<file path="src/hw/brc_defs.svh">
// register offsets, field positions and timing constants for the buck control registers
// assumes: included by bare name from hw/ design files
`ifndef BRC_DEFS_SVH
`define BRC_DEFS_SVH

`define BRC_ADDR_W          8
`define BRC_DATA_W          8
`define BRC_OFF_MODE        8'h38
`define BRC_OFF_CONF        8'h39
`define BRC_OFF_SLEEP       8'h37
`define BRC_OFF_RUN_C       8'h3c
`define BRC_OFF_STBY_C      8'h3d

`define BRC_MODE_OMODE_BIT  5
`define BRC_MODE_SW_HI      3
`define BRC_MODE_SW_LO      0
`define BRC_CONF_SPEED_BIT  6
`define BRC_CONF_PH_HI      5
`define BRC_CONF_PH_LO      4
`define BRC_CONF_FQ_HI      3
`define BRC_CONF_FQ_LO      2
`define BRC_CONF_ILIM_BIT   0
`define BRC_VOLT_HI         4
`define BRC_VOLT_LO         0
`define BRC_RANGE_BIT       5

// writable masks, reserved positions zero
`define BRC_MASK_MODE       8'h2f
`define BRC_MASK_CONF       8'h7d
`define BRC_MASK_SLEEP      8'h3f
`define BRC_MASK_VOLT       8'h1f
// otp-loaded bits of the mode register, off-mode bit starts clear
`define BRC_OTP_MASK_MODE   8'h0f
`define BRC_PHASE_RST       2'h0

// stepping: 25 mV every 2.0 us or 4.0 us at 125 MHz
`define BRC_CLK_MHZ         125
`define BRC_STEP_FAST_NS    2000
`define BRC_STEP_SLOW_NS    4000
`define BRC_STEP_FAST_CYC   ((`BRC_STEP_FAST_NS * `BRC_CLK_MHZ) / 1000)
`define BRC_STEP_SLOW_CYC   ((`BRC_STEP_SLOW_NS * `BRC_CLK_MHZ) / 1000)
`define BRC_STEP_CNT_W      10

`endif

</file>
<file path="src/hw/brc_pkg.sv">
// types shared by the buck control register files
// assumes: brc_defs.svh on the include path
`include "brc_defs.svh"
`default_nettype none
package brc_pkg;
  typedef logic [`BRC_ADDR_W-1:0] brc_addr_t;
  typedef logic [`BRC_DATA_W-1:0] brc_data_t;
  typedef logic [4:0]             brc_vcode_t;
  typedef enum logic [1:0] {BRC_OFF_FULL, BRC_OFF_SLEEP, BRC_ON} brc_pstate_t;
endpackage
`default_nettype wire

</file>
<file path="src/hw/brc_step_timer.sv">
// dvs stepping pacer: one-cycle pulse per 25 mV step
// assumes: single clock, synchronous active-low reset copy
`include "brc_defs.svh"
`default_nettype none
module brc_step_timer (
  input  wire logic sys_clk,
  input  wire logic rst_sync_b,
  input  wire logic slow,
  output logic      step_en
);
  import brc_pkg::*;

  typedef struct packed {
    logic [`BRC_STEP_CNT_W-1:0] cnt;
    logic                       pulse;
  } brc_tmr_t;

  brc_tmr_t st_r;
  brc_tmr_t st_nxt;
  logic [`BRC_STEP_CNT_W-1:0] limit;

  // ************************************
  // period select
  // ************************************
  always_comb begin
    limit = slow ? `BRC_STEP_CNT_W'(`BRC_STEP_SLOW_CYC - 1)
                 : `BRC_STEP_CNT_W'(`BRC_STEP_FAST_CYC - 1);
    st_nxt = st_r;
    st_nxt.pulse = 1'b0;
    if (st_r.cnt >= limit) begin
      st_nxt.cnt   = '0;
      st_nxt.pulse = 1'b1;
    end else begin
      st_nxt.cnt = st_r.cnt + `BRC_STEP_CNT_W'(1);
    end
  end

  always_ff @(posedge sys_clk or negedge rst_sync_b) begin
    if (!rst_sync_b) begin
      st_r <= '0;
    end else begin
      st_r <= st_nxt;
    end
  end

  assign step_en = st_r.pulse;
endmodule
`default_nettype wire

</file>
<file path="src/hw/brc_regs.sv">
// buck b / buck c control register bank with host read/write port
// assumes: host port synchronous to sys_clk; otp defaults stable after reset release
//
// Operation
// [RULE1] The off-mode bit picks full off (0) or sleep (1) after a turn-off event.
// [RULE2] Mode register bits 3:0 hold the buck b switching mode with an otp default.
// [RULE3] The speed bit paces 25 mV steps at 2.0 us when clear and 4.0 us when set.
// [RULE4] The current-limit bit selects 2.75 A typical when clear and 2.0 A when set.
// [RULE5] Config bits 5:4 select the phase clock and reset to zero.
// [RULE6] Config bits 3:2 select the switching frequency with an otp default.
// [RULE7] The sleep-voltage range bit selects low (0) or high (1) voltage settings.
// [RULE8] Buck c run register bits 4:0 set the normal-operation output code.
// [RULE9] Buck c standby register bits 4:0 set the standby output code.
// [RULE10] Every register accepts host reads and writes at any time. Here a write in the otp load cycle after reset release is dropped.
// [RULE11] Reserved and unimplemented bits read as zero.
// [RULE12] Variable-default fields load from otp contents at reset.
// [RULE13] Sleep register bits 4:0 hold the buck b sleep-mode output code.
// [RULE14] Writes to reserved bits are dropped so they keep reading zero.
`include "brc_defs.svh"
`default_nettype none
module brc_regs (
  input  wire logic                sys_clk,
  input  wire logic                rst_b,
  input  wire brc_pkg::brc_addr_t  host_addr,
  input  wire brc_pkg::brc_data_t  host_wdata,
  input  wire logic                host_wr,
  input  wire logic                host_rd,
  output brc_pkg::brc_data_t       host_rdata,
  output logic                     host_rvalid,
  input  wire brc_pkg::brc_data_t  otp_mode,
  input  wire brc_pkg::brc_data_t  otp_conf,
  input  wire brc_pkg::brc_data_t  otp_sleep,
  input  wire brc_pkg::brc_data_t  otp_run_c,
  input  wire brc_pkg::brc_data_t  otp_stby_c,
  input  wire logic                turn_off,
  input  wire logic                turn_on,
  input  wire logic                standby,
  input  wire brc_pkg::brc_vcode_t b_target,
  output logic [1:0]               b_power_state,
  output logic [3:0]               buck_b_switching_mode,
  output logic                     buck_b_current_limit,
  output logic [1:0]               buck_b_phase_clock,
  output logic [1:0]               buck_b_switch_frequency,
  output logic                     buck_b_voltage_range,
  output brc_pkg::brc_vcode_t      buck_b_sleep_voltage,
  output brc_pkg::brc_vcode_t      b_vcode,
  output logic                     b_step_en,
  output brc_pkg::brc_vcode_t      buck_c_vcode
);
  import brc_pkg::*;

  typedef struct packed {
    logic        loaded;
    brc_data_t   mode;
    brc_data_t   conf;
    brc_data_t   sleep;
    brc_data_t   run_c;
    brc_data_t   stby_c;
    brc_data_t   rdata;
    logic        rvalid;
    brc_pstate_t pst;
    brc_vcode_t  vcode;
    brc_vcode_t  cvcode;
  } brc_st_t;

  brc_st_t st_r;
  brc_st_t st_nxt;
  logic    rst_meta_r;
  logic    rst_sync_r;
  logic    rst_sync_b;
  logic    step_en;

  // ************************************
  // reset release
  // ************************************
  // two flops, only the second is read
  always_ff @(posedge sys_clk or negedge rst_b) begin
    if (!rst_b) begin
      rst_meta_r <= 1'b0;
      rst_sync_r <= 1'b0;
    end else begin
      rst_meta_r <= 1'b1;
      rst_sync_r <= rst_meta_r;
    end
  end
  assign rst_sync_b = rst_sync_r;

  brc_step_timer u_step (
    .sys_clk    (sys_clk),
    .rst_sync_b (rst_sync_b),
    // [RULE3] pacing select
    .slow       (st_r.conf[`BRC_CONF_SPEED_BIT]),
    .step_en    (step_en)
  );

  // ************************************
  // next state
  // ************************************
  always_comb begin
    brc_vcode_t goal;
    goal = '0;
    st_nxt = st_r;
    st_nxt.rvalid = 1'b0;
    if (!st_r.loaded) begin
      // [RULE12] otp defaults
      st_nxt.loaded = 1'b1;
      // [RULE1] off-mode bit starts clear
      st_nxt.mode   = otp_mode & `BRC_OTP_MASK_MODE;
      st_nxt.conf   = otp_conf & `BRC_MASK_CONF;
      // [RULE5] phase resets zero
      st_nxt.conf[`BRC_CONF_PH_HI:`BRC_CONF_PH_LO] = `BRC_PHASE_RST;
      st_nxt.sleep  = otp_sleep & `BRC_MASK_SLEEP;
      st_nxt.run_c  = otp_run_c & `BRC_MASK_VOLT;
      st_nxt.stby_c = otp_stby_c & `BRC_MASK_VOLT;
    end else if (host_wr) begin
      // [RULE10] writes at any time after the otp load cycle
      // [RULE14] reserved bits masked
      case (host_addr)
        `BRC_OFF_MODE:   st_nxt.mode   = host_wdata & `BRC_MASK_MODE;
        `BRC_OFF_CONF:   st_nxt.conf   = host_wdata & `BRC_MASK_CONF;
        `BRC_OFF_SLEEP:  st_nxt.sleep  = host_wdata & `BRC_MASK_SLEEP;
        `BRC_OFF_RUN_C:  st_nxt.run_c  = host_wdata & `BRC_MASK_VOLT;
        `BRC_OFF_STBY_C: st_nxt.stby_c = host_wdata & `BRC_MASK_VOLT;
        default: ;
      endcase
    end
    if (host_rd) begin
      // [RULE11] unmapped and reserved read zero
      st_nxt.rvalid = 1'b1;
      case (host_addr)
        `BRC_OFF_MODE:   st_nxt.rdata = st_r.mode;
        `BRC_OFF_CONF:   st_nxt.rdata = st_r.conf;
        `BRC_OFF_SLEEP:  st_nxt.rdata = st_r.sleep;
        `BRC_OFF_RUN_C:  st_nxt.rdata = st_r.run_c;
        `BRC_OFF_STBY_C: st_nxt.rdata = st_r.stby_c;
        default:         st_nxt.rdata = '0;
      endcase
    end
    // [RULE1] off versus sleep
    case (st_r.pst)
      BRC_ON: begin
        if (turn_off) begin
          st_nxt.pst = st_r.mode[`BRC_MODE_OMODE_BIT] ? BRC_OFF_SLEEP : BRC_OFF_FULL;
        end
      end
      BRC_OFF_SLEEP, BRC_OFF_FULL: begin
        if (turn_on) begin
          st_nxt.pst = BRC_ON;
        end
      end
      default: st_nxt.pst = BRC_OFF_FULL;
    endcase
    // [RULE13] sleep code as goal
    case (st_r.pst)
      BRC_ON:        goal = b_target;
      BRC_OFF_SLEEP: goal = st_r.sleep[`BRC_VOLT_HI:`BRC_VOLT_LO];
      default:       goal = '0;
    endcase
    // [RULE3] one code step per pulse
    if (step_en) begin
      if (st_r.vcode < goal) begin
        st_nxt.vcode = st_r.vcode + 5'h1;
      end else if (st_r.vcode > goal) begin
        st_nxt.vcode = st_r.vcode - 5'h1;
      end
    end
    // [RULE8] [RULE9] run or standby code
    st_nxt.cvcode = standby ? st_r.stby_c[`BRC_VOLT_HI:`BRC_VOLT_LO]
                            : st_r.run_c[`BRC_VOLT_HI:`BRC_VOLT_LO];
  end

  // state register, released by the synced copy
  always_ff @(posedge sys_clk or negedge rst_sync_b) begin
    if (!rst_sync_b) begin
      st_r.loaded <= 1'b0;
      st_r.mode   <= '0;
      st_r.conf   <= '0;
      st_r.sleep  <= '0;
      st_r.run_c  <= '0;
      st_r.stby_c <= '0;
      st_r.rdata  <= '0;
      st_r.rvalid <= 1'b0;
      st_r.pst    <= BRC_OFF_FULL;
      st_r.vcode  <= '0;
      st_r.cvcode <= '0;
    end else begin
      st_r.loaded <= st_nxt.loaded;
      st_r.mode   <= st_nxt.mode;
      st_r.conf   <= st_nxt.conf;
      st_r.sleep  <= st_nxt.sleep;
      st_r.run_c  <= st_nxt.run_c;
      st_r.stby_c <= st_nxt.stby_c;
      st_r.rdata  <= st_nxt.rdata;
      st_r.rvalid <= st_nxt.rvalid;
      st_r.pst    <= st_nxt.pst;
      st_r.vcode  <= st_nxt.vcode;
      st_r.cvcode <= st_nxt.cvcode;
    end
  end

  // ************************************
  // outputs
  // ************************************
  assign host_rdata              = st_r.rdata;
  assign host_rvalid             = st_r.rvalid;
  assign b_power_state           = st_r.pst;
  // [RULE2] switching mode field
  assign buck_b_switching_mode   = st_r.mode[`BRC_MODE_SW_HI:`BRC_MODE_SW_LO];
  // [RULE4] limit select
  assign buck_b_current_limit    = st_r.conf[`BRC_CONF_ILIM_BIT];
  assign buck_b_phase_clock      = st_r.conf[`BRC_CONF_PH_HI:`BRC_CONF_PH_LO];
  // [RULE6] frequency select
  assign buck_b_switch_frequency = st_r.conf[`BRC_CONF_FQ_HI:`BRC_CONF_FQ_LO];
  // [RULE7] range select
  assign buck_b_voltage_range    = st_r.sleep[`BRC_RANGE_BIT];
  assign buck_b_sleep_voltage    = st_r.sleep[`BRC_VOLT_HI:`BRC_VOLT_LO];
  assign b_vcode                 = st_r.vcode;
  assign b_step_en               = step_en;
  assign buck_c_vcode            = st_r.cvcode;
endmodule
`default_nettype wire

</file>
<file path="config.mk">
export PLATFORM = sky130hd
export DESIGN_NAME = brc_regs
export DESIGN_NICKNAME = d
export VERILOG_FILES = /design/src/hw/brc_pkg.sv /design/src/hw/brc_step_timer.sv /design/src/hw/brc_regs.sv
export VERILOG_INCLUDE_DIRS = /design/src /design/src/hw
export SDC_FILE = /design/constraint.sdc
export NUM_CORES = 1
export LEC_CHECK = 0
export ABC_AREA = 1
export BUFFER_PORTS_ARGS = -buffer_cell sky130_fd_sc_hd__clkbuf_2
export CORE_UTILIZATION = 40
export DETAILED_ROUTE_END_ITERATION = 7
export PLACE_DENSITY = 0.73
export SLEW_MARGIN = 0
export SYNTH_ARGS = -nofsm -noshare
export SYNTH_HDL_FRONTEND = slang
export SYNTH_HIERARCHICAL = 1
export SYNTH_SLANG_ARGS = --single-unit
</file>
<file path="constraint.sdc">
create_clock -name sys_clk -period 2 [get_ports sys_clk]
set_input_delay 0.4 -clock sys_clk [delete_from_list [all_inputs] [get_ports sys_clk]]
set_output_delay 0.4 -clock sys_clk [all_outputs]
set_load 0.01 [all_outputs]
</file>
After elaboration in Yosys (flattened, before gate mapping) --
Index checks and enable logic that the tools add are counted.
Storage, ports and cells: register bits after elaboration 75, bits of input ports 68, output and inout bits 37
Cells by class: reduce and logical (&&, ||, !) cells 10, add/sub/neg operators 3, magnitude comparators 3, equality and inequality tests 15, mux-type cells 20
Operators by type and width (number):
- 2-to-1 mux 40 bit | 2
- equality test 8 x 6 -> 1 bit (second input constant) | 5
- 2-to-1 mux 8 bit | 5
- one-hot mux 8 bit (5 select lines) | 1
- 2-to-1 mux 5 bit | 3
- AND reduction 2 bit | 7
- adder 10 x 1 -> 10 bit (second input constant) | 1
- greater-or-equal comparator 10 bit | 1
- 2-to-1 mux 10 bit | 1
- inequality test 2 x 1 -> 1 bit (second input constant) | 5
- one-hot mux 5 bit (2 select lines) | 1
- 2-to-1 mux 9 bit | 1
- inequality test 2 bit (second input constant) | 3
- adder 5 x 1 -> 5 bit (second input constant) | 1
- > comparator 5 bit | 1
- less-than comparator 5 bit | 1
- subtractor 5 x 1 -> 5 bit (second input constant) | 1
- 2-to-1 mux 2 bit | 2
- one-hot mux 2 bit (2 select lines) | 1
- 2-to-1 mux 1 bit | 3
- equality test 2 x 1 -> 1 bit (second input constant) | 1
- equality test 2 bit (second input constant) | 1
- zero test 2 bit | 1
- nonzero test 2 bit | 1
- OR reduction 2 bit | 1

Longest topological paths before layout --
depth after elaboration 5, depth in mapped cells 21, mapped depth without buffers 21

Modules after synthesis --
The synthesis kept the hierarchy.
Modules (own cells, without submodules):
- brc_regs | cells an instance 369, instances 1, area an instance 2994.1 um^2, seq. area each 1251.2 um^2
- brc_step_timer | cells an instance 71, instances 1, area an instance 581.8 um^2, seq. area each 275.3 um^2

Least setup slack after synthesis --
Ideal clock, no wire load.
path kind register to register, start point reg st_r (netlist bit b_power_state[0]), end point reg st_r (netlist bit b_vcode[4]), arrival 2532 ps, setup time 117 ps, data required time 1883 ps, stages on the path, launching flop included 21, setup slack -649 ps, period minus slack after synthesis 2649 ps, cells stage by stage dfrtp_1 > inv_1 > ha_1 > a22o_1 > nand2_1 > ha_1 > nand2_1 > nor2_1 > nand2_1 > nand3_1 > ha_1 > nand2_1 > inv_1 > a21oi_1 > inv_1 > nand2_1 > nand2_1 > inv_1 > nand2_1 > nand2_1 > nand2_1
Between the ends: longest elaborated chain between the ends 5
Ends and longest elaborated chain:
- start, declared | line brc_regs.sv:66 | brc_st_t st_r;
- equality test 2 x 1 -> 1 bit or equality test 2 bit (tied branches) | line brc_regs.sv:154 | case (st_r.pst)
- one-hot mux 5 bit (2 select lines) (*) | line brc_regs.sv:154
- less-than comparator 5 bit or > comparator 5 bit (tied branches) | line brc_regs.sv:161, brc_regs.sv:163
- nonzero test 2 bit (no source line)
- AND reduction 2 bit (no source line)
Mark *: on every way between the ends. The rest lies on a longest branch, timed or not. A chain may end at the register's enable or synchronous reset.

Worst setup path in the final report --
Same ends and word-level chain as after synthesis.

==> results by stage <==
Clock tree:
- The register clock-pin slew on the reported worst setup and hold paths is 0.07 ns.
- The total clock buffers created by CTS is 9.
- The CTS tree is built.
- The clock latency at the later pin of the worst-skew pair is 0.34 ns.
- The H-tree was split into 3 levels.
- The cell sitting at the root of the clock tree is a sky130_fd_sc_hd__clkbuf_8.
- The clock net in this run drives a total of 61 sinks.
- Counting along the longest clock path gives a buffer depth of 2.

Critical path:
- Broken down by cell family, the worst path's largest delay share belongs to simple AND/OR/NAND/NOR gates.
- The worst register-to-register path begins at b_power_state[0]$_DFFE_PN0P_.
- The cell depth of the worst flop-to-flop path is 20.
- The critical path goes through inv_4 -> ha_4 -> a22o_1 -> nand2_2 -> ha_4 -> nand2_4 -> nor2_4 -> nand2_2 -> nand3_4 -> ha_4 -> nand2_2 -> nand2_2 -> a21oi_2 -> inv_1 -> nand2_1 -> nand2_1 -> inv_1 -> nand2_1 -> nand2_1 -> nand2_1.
- Counting stages on the worst path, the most repeated cell is sky130_fd_sc_hd__nand2_1.
- The endpoint type of the worst setup path is a register.
- The number of buffers and inverters on the critical path is 3.
- By startpoint and endpoint, the worst setup path is classified as register to register.
- STA classifies the critical path startpoint as a register.
- The data required time at the worst endpoint is 2.24 ns.
- The data arrival time of the critical path is 2.80 ns.
- The endpoint of the worst-slack reg-to-reg timing path is b_vcode[4]$_DFFE_PN0P_.
- Setup slack on the worst reg-to-reg path comes out at -0.56 ns.
- The slowest stage of the critical path belongs to the cell sky130_fd_sc_hd__dfrtp_2.
- In this design, the stage delay of the slowest critical-path cell is 0.45 ns.
- In this run the worst path has a maximum fanout of 6.

GRT:
- The initial antenna violation count is 0.
- Across every metal layer, demand over resource in global routing totals 0.200.
- Global routing finished with a remaining overflow of 0.
- The first global-routing pass estimated 13,900 um of wire.
- Entering global routing, the biggest net connects 29 pins.
- The number of global-route vias before repair is 2,972.

Floorplanning:
- The width of the die is 96.6 um.
- During I/O placement, the number of pins put on the boundary was 105.
- The initial core utilization is 0.412.
- The floorplan die area is 0.00932 mm^2.
- The floorplan die height is 96.6 um.
- The initialized floorplan defines 34 standard-cell rows.
- The core region is 0.00868 mm^2.

Route:
- For this block, the routed nets add up to 9200 um of wire.
- The routed layout has 3,176 vias.
- The number of detailed-routing iterations run before antenna repair is 4.
- The mean routed wirelength per cell is 14.4 um.
- Once detail routing completed, the nets flagged for antenna violations numbered 0.
- The final routed DRC violation total is 0.
- The DRC marker count from the first detailed-route iteration is 137.
- After detailed routing, the number of vias per cell comes to 4.95.

Logic synthesis:
- The number of distinct library cell variants in the gate-level netlist after synthesis is 35.
- The number of enable-type register cells in the synthesized netlist is 0.
- The synthesis warning total is 6.
- The primary flip-flop cell chosen by synthesis mapping is sky130_fd_sc_hd__dfrtp_1.
- The summed instance area of the synthesized netlist is 0.00358 mm^2.
- Sorting the synthesized cells by area gives the leading types as sky130_fd_sc_hd__dfrtp_1 43%, sky130_fd_sc_hd__nand2_1 11%, sky130_fd_sc_hd__buf_4 7.1%.
- For this run, the register share of the synthesized area comes to 0.427.
- The share of synthesized area in the top cell type comes to 0.427.
- Synthesis produced a netlist whose cell count is 440.
- The largest total area in the synthesized netlist belongs to sky130_fd_sc_hd__dfrtp_1.
- Counting flops with an async set or reset pin after synthesis yields a share of 1.00.
- The synthesized design contains 61 register bits.
- The average cell area after synthesis is 8.13 um^2.

Power:
- The standby leakage power is 2.29 nW.
- The worst-case IR drop observed on VDD is 494 uV.
- The net load switching power is 0.00199 W.
- Power spread over the standard cell area amounts to 1160 mW/mm^2.
- Of the total power, the share spent switching nets is 0.380.
- The share of total power dissipated in combinational logic is 0.534.
- The internal power of the cells totals 0.00325 W.
- The clock network fraction of design power is 0.176.
- The share of total power dissipated in sequential elements is 0.290.

Layout:
- The post-synthesis to final-layout area growth is 26.9%.
- The count of cells in the finished layout, fillers not included, comes to 641.
- The library cell used most frequently in the layout, excluding fill and tap cells, is sky130_fd_sc_hd__nand2_1.
- The share of final-layout standard cells stronger than drive strength 1 is 0.381.
- The top cell types in the final layout, fill and taps aside, are 88 x sky130_fd_sc_hd__nand2_1, 86 x sky130_fd_sc_hd__clkbuf_2, 59 x sky130_fd_sc_hd__dfrtp_1.
- After filler insertion, the fill cell instance count of the layout stands at 813.
- 0 antenna diodes ended up in the layout.
- The final net count is 614.
- After routing the design area is 0.00454 mm^2.
- Once layout is complete, the utilization of the core stands at 0.523.

STA:
- The post-layout worst setup margin is -0.564 ns.
- The post-route clock skew is 0.0122 ns.
- The period utilization is 1.28.
- The final number of hold-violating endpoints was 0.
- The worst pin sits at a relative slew slack of 0.587.
- The minimum hold slack is 0.284 ns.
- Subtracting the final worst setup slack from the clock period gives 2.56 ns.
- The transition at the pin with the smallest max-transition slack is 0.620 ns.
- Setup repair after global routing could not meet its margin everywhere.
- The highest achievable clock rate is 390 MHz.
- The post-route setup TNS is -2.05 ns.
- The max-slew violation count is 0.
- Setup violations remaining at the end of the flow were counted as 5.

Place:
- The count of buffers from port buffering is 86.
- After detailed placement, the design holds a cell count of 620.
- The post-DP HPWL is 6940 um.
- Once placement finished, the instance area stood at 0.00415 mm^2.
- The placer congestion estimate is 0.883.

Job:
- Across the run, the number of max-cap violations was 0.

Status:
- The final reports fail on setup timing.
- The run finished, with violations left.

Hold path:
- The worst min-delay path class is register to asynchronous set/reset pin.
-- Yosys cell counts, types with 2 or more instances --
cell                       instances
sky130_fd_sc_hd__buf_6             2
sky130_fd_sc_hd__nand2_2           8
sky130_fd_sc_hd__clkbuf_1          4
sky130_fd_sc_hd__inv_2             2
sky130_fd_sc_hd__nand2_1         105
sky130_fd_sc_hd__nor3_4            2
sky130_fd_sc_hd__ha_1             16
sky130_fd_sc_hd__nand3_1          38
sky130_fd_sc_hd__dfrtp_1          61
sky130_fd_sc_hd__a22o_1            3
sky130_fd_sc_hd__inv_1            32
sky130_fd_sc_hd__o21ai_1          27
sky130_fd_sc_hd__xnor2_1           3
sky130_fd_sc_hd__nand4_1           5
sky130_fd_sc_hd__mux2_2            3
sky130_fd_sc_hd__o21ai_2           5
sky130_fd_sc_hd__conb_1            2
sky130_fd_sc_hd__nor2_1           36
sky130_fd_sc_hd__xor2_1            3
sky130_fd_sc_hd__a21oi_1          26
sky130_fd_sc_hd__buf_2             3
sky130_fd_sc_hd__o21ai_0           3
sky130_fd_sc_hd__buf_4            34
sky130_fd_sc_hd__nor2_2            6
-- layer usage --
metal	routed length (um)	up-vias	part of all wire	track usage
met1	4120	1484	0.45	0.270
li1	-	1573	-	-
met4	189	0	0.021	0.0674
met2	4360	104	0.47	0.315
met5	0	-	0	0
met3	538	15	0.058	0.0477
-- through the flow --
step                setup WS, ns  total power [W]
floorplan                 -0.486          0.00284
global placement          -0.523          0.00339
detailed placement        -0.661          0.00349
CTS                       -0.616          0.00476
global route              -0.705          0.00556
finish                    -0.564          0.00524
-- timing repair --
item | CTS | global route
endpoints found under the setup margin | 5 | 5
resized for setup | 13 | 30
pin swaps | 14 | 18
hold buffers | 1 | 0
endpoints found under the hold margin | 2 | 0
buffers inserted | 4 | 3
-- kinds of logic after synthesis --
group                    share of synthesized area
multiplexers                                0.0122
flip-flops                                   0.427
adder cells (fa/ha/maj)                     0.0616
buffers and inverters                        0.125
other                                      0.00210
AO/OA/AOI/OAI                                0.106
XOR/XNOR                                    0.0147
AND/OR/NAND/NOR                              0.252
-- sequential cells by signal, summed over array words and instances, names as in the netlist --
signal                   cells
u_step/st_r                 10
rst_sync_b                   1
b_vcode                      5
buck_b_sleep_voltage         5
buck_b_voltage_range         1
rst_meta_r                   1
buck_b_phase_clock           2
b_power_state                2
host_rdata                   7
buck_b_current_limit         1
buck_c_vcode                 5
buck_b_switch_frequency      2
st_r                        13
u_step/step_en               1
buck_b_switching_mode        4
host_rvalid                  1
-- power groups by stage --
| stage | combinational [W] | sequential [W] | clock (W) |
|---|---|---|---|
| floorplan | 0.00131 | 0.00153 | 0 |
| global placement | 0.00187 | 0.00152 | 0 |
| detailed placement | 0.00197 | 0.00152 | 0 |
| CTS | 0.00230 | 0.00151 | 0.000946 |
| global route | 0.00303 | 0.00153 | 0.000999 |
| finish | 0.00280 | 0.00152 | 0.000922 |
-- final cells by class --
class	count	area [um^2]	area share
Inverter	36	140	0.0309
Sequential cell	61	1530	0.337
Timing Repair Buffer	120	712	0.157
Clock inverter	2	10.0	0.00221
Clock buffer	13	149	0.0328
Multi-Input combinational cell	301	1860	0.411
Tap cell	108	135	0.0298
-- worst max-delay path by stage --
stage,start,to,depth (start not counted)
global route,b_power_state[0]$_DFFE_PN0P_,b_vcode[4]$_DFFE_PN0P_,20
detailed placement,b_power_state[0]$_DFFE_PN0P_,b_vcode[4]$_DFFE_PN0P_,18
finish,b_power_state[0]$_DFFE_PN0P_,b_vcode[4]$_DFFE_PN0P_,20
floorplan,b_power_state[1]$_DFFE_PN0P_,b_vcode[4]$_DFFE_PN0P_,18
global placement,b_power_state[0]$_DFFE_PN0P_,b_vcode[4]$_DFFE_PN0P_,18
CTS,b_power_state[0]$_DFFE_PN0P_,b_vcode[4]$_DFFE_PN0P_,18
Note: power is estimated with default switching activity, not from simulation.
